**src/hdl/eamc_pkg.sv**
```systemverilog
package eamc_pkg;

    // ==========================================================
    // widths and counts
    localparam int ADDR_W  = 20;
    localparam int DATA_W  = 32;
    localparam int PWR_W   = 24;
    localparam int ACC_W   = 32;
    localparam int NUM_ACC = 15;
    localparam int NUM_PH  = 3;
    localparam int IDX_W   = 4;

    // ==========================================================
    // register map (byte addresses)
    localparam logic [ADDR_W-1:0] MODE_IDX    = 20'h0e702;
    localparam logic [ADDR_W-1:0] MODE_ADDR   = {MODE_IDX[17:0], 2'b00};
    localparam logic [ADDR_W-1:0] STATUS_ADDR = 20'h00000;
    localparam logic [ADDR_W-1:0] MASK_ADDR   = 20'h00004;
    localparam logic [ADDR_W-1:0] ACFG_ADDR   = 20'h00008;
    localparam logic [ADDR_W-1:0] LCLEN_ADDR  = 20'h0000c;
    localparam logic [ADDR_W-1:0] ENERGY_BASE = 20'h00100;
    localparam logic [ADDR_W-1:0] ENERGY_END  = 20'h0013c;

    // ==========================================================
    // line_cycle_mode_control fields
    localparam int LC_ACTIVE_BIT   = 0;
    localparam int LC_REACTIVE_BIT = 1;
    localparam int LC_APPARENT_BIT = 2;
    localparam int ZX_SEL_LSB      = 3;
    localparam int READ_CLR_BIT    = 6;
    localparam logic [7:0] MODE_RESET = 8'h78;
    localparam logic [7:0] MODE_WMASK = 8'h7f;

    // ==========================================================
    // accumulation configuration fields
    localparam int REV_ACT_SEL_BIT   = 6;
    localparam int REV_REACT_SEL_BIT = 7;
    localparam logic [7:0] ACFG_RESET = 8'h00;
    localparam logic [7:0] ACFG_WMASK = 8'hc0;

    // ==========================================================
    // primary_status_word fields
    localparam int ST_LC_DONE_BIT   = 5;
    localparam int ST_REV_ACT_LSB   = 6;
    localparam int ST_REV_REACT_LSB = 10;
    localparam logic [31:0] MASK_RESET   = 32'h00000000;
    localparam logic [15:0] LCLEN_RESET  = 16'h0064;

    // ==========================================================
    // accumulator slots: phases a, b, c in each group
    localparam int IDX_ACT    = 0;
    localparam int IDX_FACT   = 3;
    localparam int IDX_REACT  = 6;
    localparam int IDX_FREACT = 9;
    localparam int IDX_APP    = 12;

    localparam logic [1:0] RESP_OKAY   = 2'b00;
    localparam logic [1:0] RESP_SLVERR = 2'b10;

    // ==========================================================
    // types
    typedef logic signed [PWR_W-1:0] eamc_pwr_t;

    typedef struct packed {
        logic                      valid;
        eamc_pwr_t [NUM_ACC-1:0]   pwr;
    } eamc_sample_s;

    typedef enum logic [3:0] {
        RD_IDLE = 4'b0001,
        RD_REQ  = 4'b0010,
        RD_CAP  = 4'b0100,
        RD_RESP = 4'b1000
    } eamc_rd_e;

endpackage : eamc_pkg

```
**src/hdl/eamc_top.sv**
```systemverilog
// Local design decision: the AXI4-Lite slave port.
`timescale 1ns/1ps
`default_nettype none

module eamc_top
    import eamc_pkg::*;
(
    input  wire logic                        aclk,     // core clock 20 MHz
    input  wire logic                        aresetn,  // sync reset, low
    input  wire logic [eamc_pkg::ADDR_W-1:0] awaddr,   // write address
    input  wire logic                        awvalid,  // write addr valid
    output logic                             awready,  // write addr ready
    input  wire logic [eamc_pkg::DATA_W-1:0] wdata,    // write data
    input  wire logic [3:0]                  wstrb,    // byte enables
    input  wire logic                        wvalid,   // write data valid
    output logic                             wready,   // write data ready
    output logic [1:0]                       bresp,    // write response
    output logic                             bvalid,   // response valid
    input  wire logic                        bready,   // response ready
    input  wire logic [eamc_pkg::ADDR_W-1:0] araddr,   // read address
    input  wire logic                        arvalid,  // read addr valid
    output logic                             arready,  // read addr ready
    output logic [eamc_pkg::DATA_W-1:0]      rdata,    // read data
    output logic [1:0]                       rresp,    // read response
    output logic                             rvalid,   // read data valid
    input  wire logic                        rready,   // read data ready
    input  wire eamc_pkg::eamc_sample_s      sample,   // dsp power samples
    input  wire logic [2:0]                  zx_pulse, // crossings a, b, c
    output logic                             irq       // level interrupt
);
    import eamc_pkg::*;

    typedef struct packed {
        logic [7:0]        mode;
        logic [7:0]        acfg;
        logic [31:0]       mask;
        logic [31:0]       status;
        logic [15:0]       lc_len;
        logic [15:0]       zx_cnt;
        logic              aw_held;
        logic [ADDR_W-1:0] aw_addr;
        logic              w_held;
        logic [31:0]       w_data;
        logic [3:0]        w_strb;
        logic              awready;
        logic              wready;
        logic              bvalid;
        logic [1:0]        bresp;
        eamc_rd_e          rd_st;
        logic [ADDR_W-1:0] ar_addr;
        logic              arready;
        logic [31:0]       rdata;
        logic [1:0]        rresp;
        logic              rvalid;
        logic              irq;
    } eamc_top_s;

    eamc_top_s            s_q;
    eamc_top_s            s_d;
    logic [NUM_ACC-1:0]   lc_vec;
    logic                 period_end;
    logic                 bank_rd_req;
    logic [IDX_W-1:0]     bank_idx;
    logic [ACC_W-1:0]     bank_data;
    logic                 ar_energy;
    logic [ADDR_W-1:0]    ar_off;

    // ==========================================================
    // byte-lane merge for register writes
    function automatic logic [31:0] wmerge(input logic [31:0] old,
                                           input logic [31:0] nw,
                                           input logic [3:0]  strb);
        logic [31:0] r;
        r = old;
        for (int b = 0; b < 4; b++)
            if (strb[b])
                r[8*b +: 8] = nw[8*b +: 8];
        return r;
    endfunction : wmerge

    // ==========================================================
    // group mode bits fanned out to the slots
    assign lc_vec = {{3{s_q.mode[LC_APPARENT_BIT]}},
                     {6{s_q.mode[LC_REACTIVE_BIT]}},
                     {6{s_q.mode[LC_ACTIVE_BIT]}}};

    // energy window decode of the held read address
    assign ar_off      = s_q.ar_addr - ENERGY_BASE;
    assign ar_energy   = (s_q.ar_addr >= ENERGY_BASE) &&
                         (s_q.ar_addr <= ENERGY_END) &&
                         (s_q.ar_addr[1:0] == 2'b00);
    assign bank_idx    = ar_off[IDX_W+1:2];
    assign bank_rd_req = (s_q.rd_st == RD_REQ) && ar_energy;

    // ==========================================================
    // zero-crossing period counter
    always_comb begin
        logic [2:0]  zsel;
        logic [16:0] cnt_nx;
        zsel   = zx_pulse & s_q.mode[ZX_SEL_LSB +: NUM_PH];
        cnt_nx = {1'b0, s_q.zx_cnt} + {16'h0000, zsel[0]}
               + {16'h0000, zsel[1]} + {16'h0000, zsel[2]};
        period_end = (|s_q.mode[LC_APPARENT_BIT:LC_ACTIVE_BIT]) &&
                     (s_q.lc_len != 16'h0000) &&
                     (cnt_nx >= {1'b0, s_q.lc_len});
    end

    // ==========================================================
    // next state: flags, bus slave, interrupt
    always_comb begin
        logic [31:0] set;
        logic [31:0] clr;
        logic [31:0] wd;
        eamc_pwr_t   pa;
        eamc_pwr_t   pr;
        set = '0;
        clr = '0;
        wd  = '0;
        pa  = '0;
        pr  = '0;
        s_d = s_q;

        // counter restarts at each period end or outside line-cycle
        if (!(|s_q.mode[LC_APPARENT_BIT:LC_ACTIVE_BIT]) || period_end)
            s_d.zx_cnt = '0;
        else
            s_d.zx_cnt = s_q.zx_cnt + {15'h0000, zx_pulse[0] &
                         s_q.mode[ZX_SEL_LSB]} + {15'h0000, zx_pulse[1] &
                         s_q.mode[ZX_SEL_LSB+1]} + {15'h0000, zx_pulse[2] &
                         s_q.mode[ZX_SEL_LSB+2]};

        // reverse power flags from the selected power source
        if (sample.valid) begin
            for (int p = 0; p < NUM_PH; p++) begin
                pa = s_q.acfg[REV_ACT_SEL_BIT] ? sample.pwr[IDX_FACT+p]
                                               : sample.pwr[IDX_ACT+p];
                pr = s_q.acfg[REV_REACT_SEL_BIT] ? sample.pwr[IDX_FREACT+p]
                                                 : sample.pwr[IDX_REACT+p];
                set[ST_REV_ACT_LSB+p]   = pa[PWR_W-1];
                set[ST_REV_REACT_LSB+p] = pr[PWR_W-1];
            end
        end
        set[ST_LC_DONE_BIT] = period_end;

        // write response drains
        if (s_q.bvalid && bready)
            s_d.bvalid = 1'b0;

        // both halves held: perform the write
        if (s_q.aw_held && s_q.w_held && !s_q.bvalid) begin
            s_d.aw_held = 1'b0;
            s_d.w_held  = 1'b0;
            s_d.bvalid  = 1'b1;
            s_d.bresp   = RESP_OKAY;
            unique case ({s_q.aw_addr[ADDR_W-1:2], 2'b00})
                MODE_ADDR: begin
                    wd = wmerge({24'h000000, s_q.mode}, s_q.w_data,
                                s_q.w_strb);
                    s_d.mode = wd[7:0] & MODE_WMASK;
                end
                ACFG_ADDR: begin
                    wd = wmerge({24'h000000, s_q.acfg}, s_q.w_data,
                                s_q.w_strb);
                    s_d.acfg = wd[7:0] & ACFG_WMASK;
                end
                MASK_ADDR:
                    s_d.mask = wmerge(s_q.mask, s_q.w_data, s_q.w_strb);
                STATUS_ADDR:
                    clr = wmerge(32'h00000000, s_q.w_data, s_q.w_strb);
                LCLEN_ADDR: begin
                    wd = wmerge({16'h0000, s_q.lc_len}, s_q.w_data,
                                s_q.w_strb);
                    s_d.lc_len = wd[15:0];
                end
                default: begin
                    // energy slots are read only; writes ignored
                    if (!((s_q.aw_addr >= ENERGY_BASE) &&
                          (s_q.aw_addr <= ENERGY_END)))
                        s_d.bresp = RESP_SLVERR;
                end
            endcase
        end

        // accept address and data in either order
        if (awvalid && s_q.awready) begin
            s_d.aw_held = 1'b1;
            s_d.aw_addr = awaddr;
        end
        if (wvalid && s_q.wready) begin
            s_d.w_held = 1'b1;
            s_d.w_data = wdata;
            s_d.w_strb = wstrb;
        end
        s_d.awready = !s_d.aw_held;
        s_d.wready  = !s_d.w_held;

        // sticky status: a new event wins over a same-cycle clear
        s_d.status = (s_q.status & ~clr) | set;

        // read channel
        unique case (s_q.rd_st)
            RD_IDLE: begin
                if (arvalid) begin
                    s_d.ar_addr = araddr;
                    s_d.arready = 1'b0;
                    s_d.rd_st   = RD_REQ;
                end
            end
            RD_REQ:
                s_d.rd_st = RD_CAP;
            RD_CAP: begin
                s_d.rvalid = 1'b1;
                s_d.rresp  = RESP_OKAY;
                s_d.rd_st  = RD_RESP;
                if (ar_energy)
                    s_d.rdata = bank_data;
                else begin
                    unique case ({s_q.ar_addr[ADDR_W-1:2], 2'b00})
                        MODE_ADDR:   s_d.rdata = {24'h000000, s_q.mode};
                        ACFG_ADDR:   s_d.rdata = {24'h000000, s_q.acfg};
                        MASK_ADDR:   s_d.rdata = s_q.mask;
                        STATUS_ADDR: s_d.rdata = s_q.status;
                        LCLEN_ADDR:  s_d.rdata = {16'h0000, s_q.lc_len};
                        default: begin
                            s_d.rdata = 32'h00000000;
                            s_d.rresp = RESP_SLVERR;
                        end
                    endcase
                end
            end
            RD_RESP: begin
                if (rready) begin
                    s_d.rvalid  = 1'b0;
                    s_d.arready = 1'b1;
                    s_d.rd_st   = RD_IDLE;
                end
            end
            default: begin
                s_d.rd_st   = RD_IDLE;
                s_d.arready = 1'b1;
                s_d.rvalid  = 1'b0;
            end
        endcase

        s_d.irq = |(s_d.status & s_d.mask);
    end

    // ==========================================================
    // state register
    always_ff @(posedge aclk) begin
        if (!aresetn) begin
            s_q         <= '0;
            s_q.mode    <= MODE_RESET;
            s_q.acfg    <= ACFG_RESET;
            s_q.mask    <= MASK_RESET;
            s_q.lc_len  <= LCLEN_RESET;
            s_q.rd_st   <= RD_IDLE;
            s_q.awready <= 1'b1;
            s_q.wready  <= 1'b1;
            s_q.arready <= 1'b1;
        end else begin
            s_q <= s_d;
        end
    end

    // ==========================================================
    // accumulator bank
    eamc_acc_bank u_bank (
        .aclk       (aclk),
        .aresetn    (aresetn),
        .sample     (sample),
        .lc_mode    (lc_vec),
        .period_end (period_end),
        .rd_req     (bank_rd_req),
        .rd_idx     (bank_idx),
        .rd_clear   (s_q.mode[READ_CLR_BIT]),
        .rd_data    (bank_data)
    );

    assign awready = s_q.awready;
    assign wready  = s_q.wready;
    assign bvalid  = s_q.bvalid;
    assign bresp   = s_q.bresp;
    assign arready = s_q.arready;
    assign rvalid  = s_q.rvalid;
    assign rdata   = s_q.rdata;
    assign rresp   = s_q.rresp;
    assign irq     = s_q.irq;

    // ==========================================================
    // checks
    a_mode_reset: assert property (@(posedge aclk)
        $rose(aresetn) |-> s_q.mode == 8'h78)
        else $error("mode control reset value wrong");
    a_rev_act_a: assert property (@(posedge aclk) disable iff (!aresetn)
        sample.valid && !s_q.acfg[6] && sample.pwr[0][23] |=> s_q.status[6])
        else $error("phase a reverse active flag missed");
    a_rev_act_bc: assert property (@(posedge aclk) disable iff (!aresetn)
        sample.valid && !s_q.acfg[6] && sample.pwr[1][23] && sample.pwr[2][23]
        |=> s_q.status[7] && s_q.status[8])
        else $error("phase b or c reverse active flag missed");
    a_rev_var_tot: assert property (@(posedge aclk) disable iff (!aresetn)
        sample.valid && !s_q.acfg[7] && sample.pwr[7][23] && !s_q.status[11]
        |=> s_q.status[11])
        else $error("total reactive b flag missed");
    a_rev_var_fund: assert property (@(posedge aclk) disable iff (!aresetn)
        sample.valid && s_q.acfg[7] && !sample.pwr[11][23] && !s_q.status[12]
        && !(s_q.aw_held && s_q.w_held)
        |=> !s_q.status[12])
        else $error("reactive c flag not from fundamental power");
    a_zx_count: assert property (@(posedge aclk) disable iff (!aresetn)
        s_q.mode[0] && s_q.mode[5:3] == 3'b111 && zx_pulse == 3'b111
        && !period_end |=> s_q.zx_cnt == $past(s_q.zx_cnt) + 16'h0003)
        else $error("crossings of all selected phases not counted");
    a_zx_masked: assert property (@(posedge aclk) disable iff (!aresetn)
        s_q.mode[0] && s_q.mode[5:3] == 3'b000 && !period_end
        |=> s_q.zx_cnt == $past(s_q.zx_cnt))
        else $error("deselected phase crossing was counted");
    a_irq_level: assert property (@(posedge aclk) disable iff (!aresetn)
        irq == |(s_q.status & s_q.mask))
        else $error("interrupt does not follow masked status");

endmodule : eamc_top

`default_nettype wire

```
**src/hdl/eamc_acc_bank.sv**
```systemverilog
`timescale 1ns/1ps
`default_nettype none

module eamc_acc_bank
    import eamc_pkg::*;
(
    input  wire logic                        aclk,       // core clock
    input  wire logic                        aresetn,    // sync reset
    input  wire eamc_pkg::eamc_sample_s      sample,     // power samples
    input  wire logic [eamc_pkg::NUM_ACC-1:0] lc_mode,   // line-cycle per slot
    input  wire logic                        period_end, // line period over
    input  wire logic                        rd_req,     // read one slot
    input  wire logic [eamc_pkg::IDX_W-1:0]  rd_idx,     // slot to read
    input  wire logic                        rd_clear,   // clear on read
    output logic [eamc_pkg::ACC_W-1:0]       rd_data     // registered value
);
    import eamc_pkg::*;

    typedef struct packed {
        logic [NUM_ACC-1:0][ACC_W-1:0] vis;
        logic [NUM_ACC-1:0][ACC_W-1:0] lc;
        logic [ACC_W-1:0]              rd_data;
    } eamc_bank_s;

    eamc_bank_s s_q;
    eamc_bank_s s_d;

    // ==========================================================
    // accumulation per slot
    always_comb begin
        logic [ACC_W-1:0] add;
        logic [ACC_W-1:0] lsum;
        logic             hit;
        add  = '0;
        lsum = '0;
        hit  = 1'b0;
        s_d  = s_q;
        for (int i = 0; i < NUM_ACC; i++) begin
            add = sample.valid ?
                  {{(ACC_W-PWR_W){sample.pwr[i][PWR_W-1]}}, sample.pwr[i]}
                  : '0;
            hit = rd_req && (rd_idx == IDX_W'(i)) && rd_clear;
            if (lc_mode[i]) begin
                // partial sum stays hidden until the period closes
                lsum = s_q.lc[i] + add;
                if (period_end) begin
                    s_d.vis[i] = lsum;
                    s_d.lc[i]  = '0;
                end else begin
                    s_d.lc[i] = lsum;
                    if (hit)
                        s_d.vis[i] = '0;
                end
            end else begin
                // stale partial dropped so a mode flip never spoils vis
                s_d.lc[i]  = '0;
                s_d.vis[i] = (hit ? '0 : s_q.vis[i]) + add;
            end
        end
        if (rd_req)
            s_d.rd_data = (rd_idx < IDX_W'(NUM_ACC)) ? s_q.vis[rd_idx] : '0;
    end

    // ==========================================================
    // state register
    always_ff @(posedge aclk) begin
        if (!aresetn)
            s_q <= '0;
        else
            s_q <= s_d;
    end

    assign rd_data = s_q.rd_data;

    // ==========================================================
    // checks
    a_lc_watt_hold: assert property (@(posedge aclk) disable iff (!aresetn)
        lc_mode[IDX_ACT] && !period_end && !(rd_req && rd_idx == 4'h0)
        |=> s_q.vis[IDX_ACT] == $past(s_q.vis[IDX_ACT]))
        else $error("line-cycle watt slot moved before period end");
    a_lc_var_hold: assert property (@(posedge aclk) disable iff (!aresetn)
        lc_mode[IDX_REACT] && !period_end && !(rd_req && rd_idx == 4'h6)
        |=> s_q.vis[IDX_REACT] == $past(s_q.vis[IDX_REACT]))
        else $error("line-cycle var slot moved before period end");
    a_lc_va_load: assert property (@(posedge aclk) disable iff (!aresetn)
        lc_mode[IDX_APP] && period_end && !sample.valid
        |=> s_q.vis[IDX_APP] == $past(s_q.lc[IDX_APP]) && s_q.lc[IDX_APP] == '0)
        else $error("line-cycle va slot not loaded at period end");
    a_rd_keep: assert property (@(posedge aclk) disable iff (!aresetn)
        rd_req && !rd_clear && rd_idx == 4'h1 && !sample.valid && !lc_mode[1]
        |=> s_q.vis[1] == $past(s_q.vis[1]) && rd_data == $past(s_q.vis[1]))
        else $error("read without clear changed the slot");
    a_rd_clear: assert property (@(posedge aclk) disable iff (!aresetn)
        rd_req && rd_clear && rd_idx == 4'h2 && !sample.valid && !lc_mode[2]
        |=> s_q.vis[2] == '0 && rd_data == $past(s_q.vis[2]))
        else $error("read with clear did not return then clear");
    a_mode_flip: assert property (@(posedge aclk) disable iff (!aresetn)
        $changed(lc_mode[IDX_APP]) && !sample.valid && !period_end && !rd_req
        |=> s_q.vis[IDX_APP] == $past(s_q.vis[IDX_APP]))
        else $error("mode change disturbed stored energy");

endmodule : eamc_acc_bank

`default_nettype wire

```
**config.mk**
```make
export PLATFORM = sky130hd
export DESIGN_NAME = eamc_top
export DESIGN_NICKNAME = d
export VERILOG_FILES = /design/src/hdl/eamc_pkg.sv /design/src/hdl/eamc_top.sv /design/src/hdl/eamc_acc_bank.sv
export SDC_FILE = /design/constraint.sdc
export NUM_CORES = 2
export LEC_CHECK = 0
export BUFFER_PORTS_ARGS = -buffer_cell sky130_fd_sc_hd__buf_2
export CORE_UTILIZATION = 48
export CTS_CLUSTER_DIAMETER = 40
export DETAILED_ROUTE_END_ITERATION = 8
export GPL_ROUTABILITY_DRIVEN = 0
export PLACE_DENSITY = 0.77
export SETUP_SLACK_MARGIN = 0.4
export SLEW_MARGIN = 20
export SYNTH_ARGS = -nofsm -noshare
export SYNTH_HDL_FRONTEND = slang
export SYNTH_SLANG_ARGS = --single-unit
export TNS_END_PERCENT = 5
```
**constraint.sdc**
```tcl
create_clock -name aclk -period 9.8 [get_ports aclk]
set_clock_uncertainty 0.15 [all_clocks]
set_input_delay 0 -clock aclk [delete_from_list [all_inputs] [get_ports aclk]]
set_output_delay 0 -clock aclk [all_outputs]
set_load 0.01 [all_outputs]
```
==> summary.md <==
| Metric | Value |
|---|---|
| Status | finished clean |
| Actual slew at the worst max-slew pin | 1.237 ns |
| Crit path kind | register to register |
| Crit path capture type | register |
| Global route overflow | 0 |
| Yosys reg bits | 1,219 |
| Fin crit period | 7.284 ns |
| Dominant cells by area after synthesis | dfxtp_1, ha_1, a21oi_1, and2_1, nor2_1 |
| Dpl hpwl | 237,600 um |
| CTS resizes | 0 |
| Post-CTS setup buffers | 0 |
| First-pass GRT wire length | 529,600 um |
| FF-to-FF Start | s_q[233]$_SDFFE_PN1P_ |
| Die Y-Extent | 451.5 um |
| Global-route usage over all layers | 32.75% |
| Slew headroom | 17.25% |
| Library cells used by synthesis | 92 |
| CP Launch Type | register |
| Layout Cells excl Fill | 16,327 |
| DRT iter0 DRCs | 10,390 |
| Syn. warnings | 0 |
| Avg Vias per Cell | 6.035 |
| Placed Area | 101,100 um^2 |
| Setup Viol. Count Final | 0 |
| WP data arrival | 7.93 ns |
| TritonCTS clock tree | built |
| Clock buffer depth | 3 |
| Total wire length | 348,600 um |
| Syn-to-layout area delta | 21.79% |
| H-Tree Depth | 4 |
| Worst-Skew Late Latency | 0.89 ns |
| Post-synth EDFFs | 0 |
| Seq/Total Area, Yosys | 25.16% |
| Antenna Nets Post-Route | 0 |
| FMAX | 0.1373 GHz |
| Synthesized area | 96,990 um^2 |
| Worst-path maximum fanout | 182 |
| WP data required | 10.45 ns |
| Worst path cell trace | nand2_1 > fa_1 > dlygate4sd3_1 > fa_1 > nor3_1 > nand4_1 > xnor2_1 > ha_1 > a21o_1 > a211oi_1 > a31oi_1 > o41ai_4 > nand2b_4 > buf_12 > a21oi_1 > o21ai_0 > nand2_1 > dlygate4sd3_1 > a21oi_1 > dlygate4sd3_1 |
| Final design utilization | 58.98% |
| Leak Pwr | 52.54 nW |
| Fraction of layout cells with a size suffix above 1 | 9.203% |
| DRC viols | 0 |
| Setup TNS | 0 ns |
| Post-synth top cells | nor2_1, dfxtp_1, nand2_1, a21oi_1, ha_1 |
| Worst hold path class | input pin to register |
| I/O pin count | 489 |
| # rows | 164 |
| Worst path max stage delay | 0.75 ns |
| Most used DFF post-synth | dfxtp_1 |
| Drt pass-1 iters | 9 |
| Largest net degree at the start of global routing | 198 |
| Die W | 451.5 um |
| Design Area, Final | 118,100 um^2 |
| Initial antenna violation count | 42 |
| Synth area leader | dfxtp_1 |
| Max VDD drop | 176.6 uV |
| Mapped Cells | 12,378 |
| Final hold vios | 0 |
| Vias in the first global route | 93,320 |
| Max-Cap Viols | 0 |
| Most frequent CP cell | dlygate4sd3_1 |
| Max-slew violations | 0 |
| Port Buffers | 486 |
| Initial core utilization | 48.43% |
| CP startpoint | s_q[233]$_SDFFE_PN1P_ |
| Vias | 98,539 |
| Power per cell area | 159.6 nW/um^2 |
| Tcrit/Tclk final | 74.32% |
| Reg clk slew, reported paths | 0.05 ns |
| Ys async rst share | 0% |
| Fillcell total | 17,097 |
| RSZ-0062 raised after global routing | false |
| Hold_buf cts | 852 |
| Count leader, synth | nor2_1 |
| Num CTS Buffers | 234 |
| Average size of a mapped cell | 7.836 um^2 |
| Die ar. | 203,900 um^2 |
| Fin nets | 14,858 |
| Share of the synthesized area in the top cell type | 25.16% |
| Total Power | 0.01885 W |
| Hold_sp | sample[145] |
| Number of cells in the design after placement | 14,998 |
| Clock net sink count | 1,219 |
| Drt wl/cell | 21.35 um |
| Core footprint | 200,300 um^2 |
| Critical-path top delay cell | nand2b_4 |
| CTS root buffer | clkbuf_16 |
==> final timing paths <==
path	end	slack, ns	cells after the start
worst max-delay path	u_bank.s_q[913]$_SDFF_PN0_	2.52	20
worst min-delay path	u_bank.s_q[225]$_SDFF_PP0_	0.05	5
worst max register to register	u_bank.s_q[913]$_SDFF_PN0_	2.52	20
worst min register to register	rdata[29]$_SDFFE_PN0P_	0.30	2
==> final cells by class <==
| type | count | area [um^2] | share of cell area, % |
|---|---|---|---|
| multi-input combinational | 10245 | 69040 | 58.44 |
| sequential | 1219 | 24420 | 20.68 |
| timing repair buffer | 1425 | 11730 | 9.928 |
| clock buffer | 287 | 6397 | 5.416 |
| tap | 2656 | 3323 | 2.813 |
| clock inverter | 155 | 1974 | 1.671 |
| inverter | 306 | 1160 | 0.9819 |
| antenna | 34 | 85.08 | 0.07203 |
==> state kept, by name (all words and copies together) (netlist names) <==
signal          cells
rvalid              1
bresp               1
u_bank.s_q        960
irq                 1
awready             1
bvalid              1
s_q               184
rdata              32
lc_vec              3
arready             1
rresp               1
wready              1
u_bank.rd_data     32
==> critical path, delay by kind of cell, from the launching register on <==
family / cells / cell delay (ns)
flip-flops: 1 / 0.34
XOR/XNOR: 1 / 0.17
AND/OR/NAND/NOR: 5 / 1.62
adder cells (fa/ha/maj): 3 / 1.06
buffers and inverters: 4 / 2.35
AO/OA/AOI/OAI: 7 / 1.43
==> per-layer routing <==
| metal | part of all wire [%] | vias to the layer above | routed length [um] | track usage, % |
|---|---|---|---|---|
| met4 | 7.6 | 34 | 26370 | 22.12 |
| met3 | 9.1 | 1148 | 31860 | 6.997 |
| met1 | 40 | 46076 | 137700 | 40.16 |
| met2 | 44 | 4617 | 152300 | 51.47 |
| met5 | 0.069 | - | 241 | 0 |
| li1 | - | 46664 | - | - |
==> power by group <==
group	switching, W	internal [W]	total, W
Sequential	0.000342	0.00533	0.00567
Combinational	0.00260	0.00204	0.00464
Clock	0.00309	0.00545	0.00854
Total	0.00603	0.0128	0.0188
==> cell usage in the layout (no fill, tap or decap), types with 341 or more instances in the layout <==
master            n
dfxtp_1        1212
o21ai_0         939
nand2_1        1154
a21oi_1        1093
ha_1            948
and2_1          838
xor2_1          341
dlygate4sd3_1   852
buf_2           484
xnor2_1         476
nor2_1         1331
a21o_1          414
==> kinds of logic (layout without fill, tap and decap cells) <==
logic type,count (synthesis),count (layout),synth area share (%)
buf+inv,915,2173,3.768
xor+xnor,817,817,7.378
compound gates,3801,3801,24.78
mux,256,256,4.314
simple gates,4389,4389,21.71
other cells,1,36,0.003866
fa+ha+maj,980,980,12.89
flops,1219,1219,25.16
==> stage by stage <==
step | worst slack (ns) | hold WS [ns]
2_1_floorplan | 4.806 | -0.01404
5_1_grt | 2.049 | 0.09627
4_1_cts | 2.596 | 0.006992
3_5_place_dp | 3.236 | 0.08978
6_report | 2.516 | 0.05366
3_3_place_gp | 3.363 | 0.08785
Power figures use the tool's default switching activity.
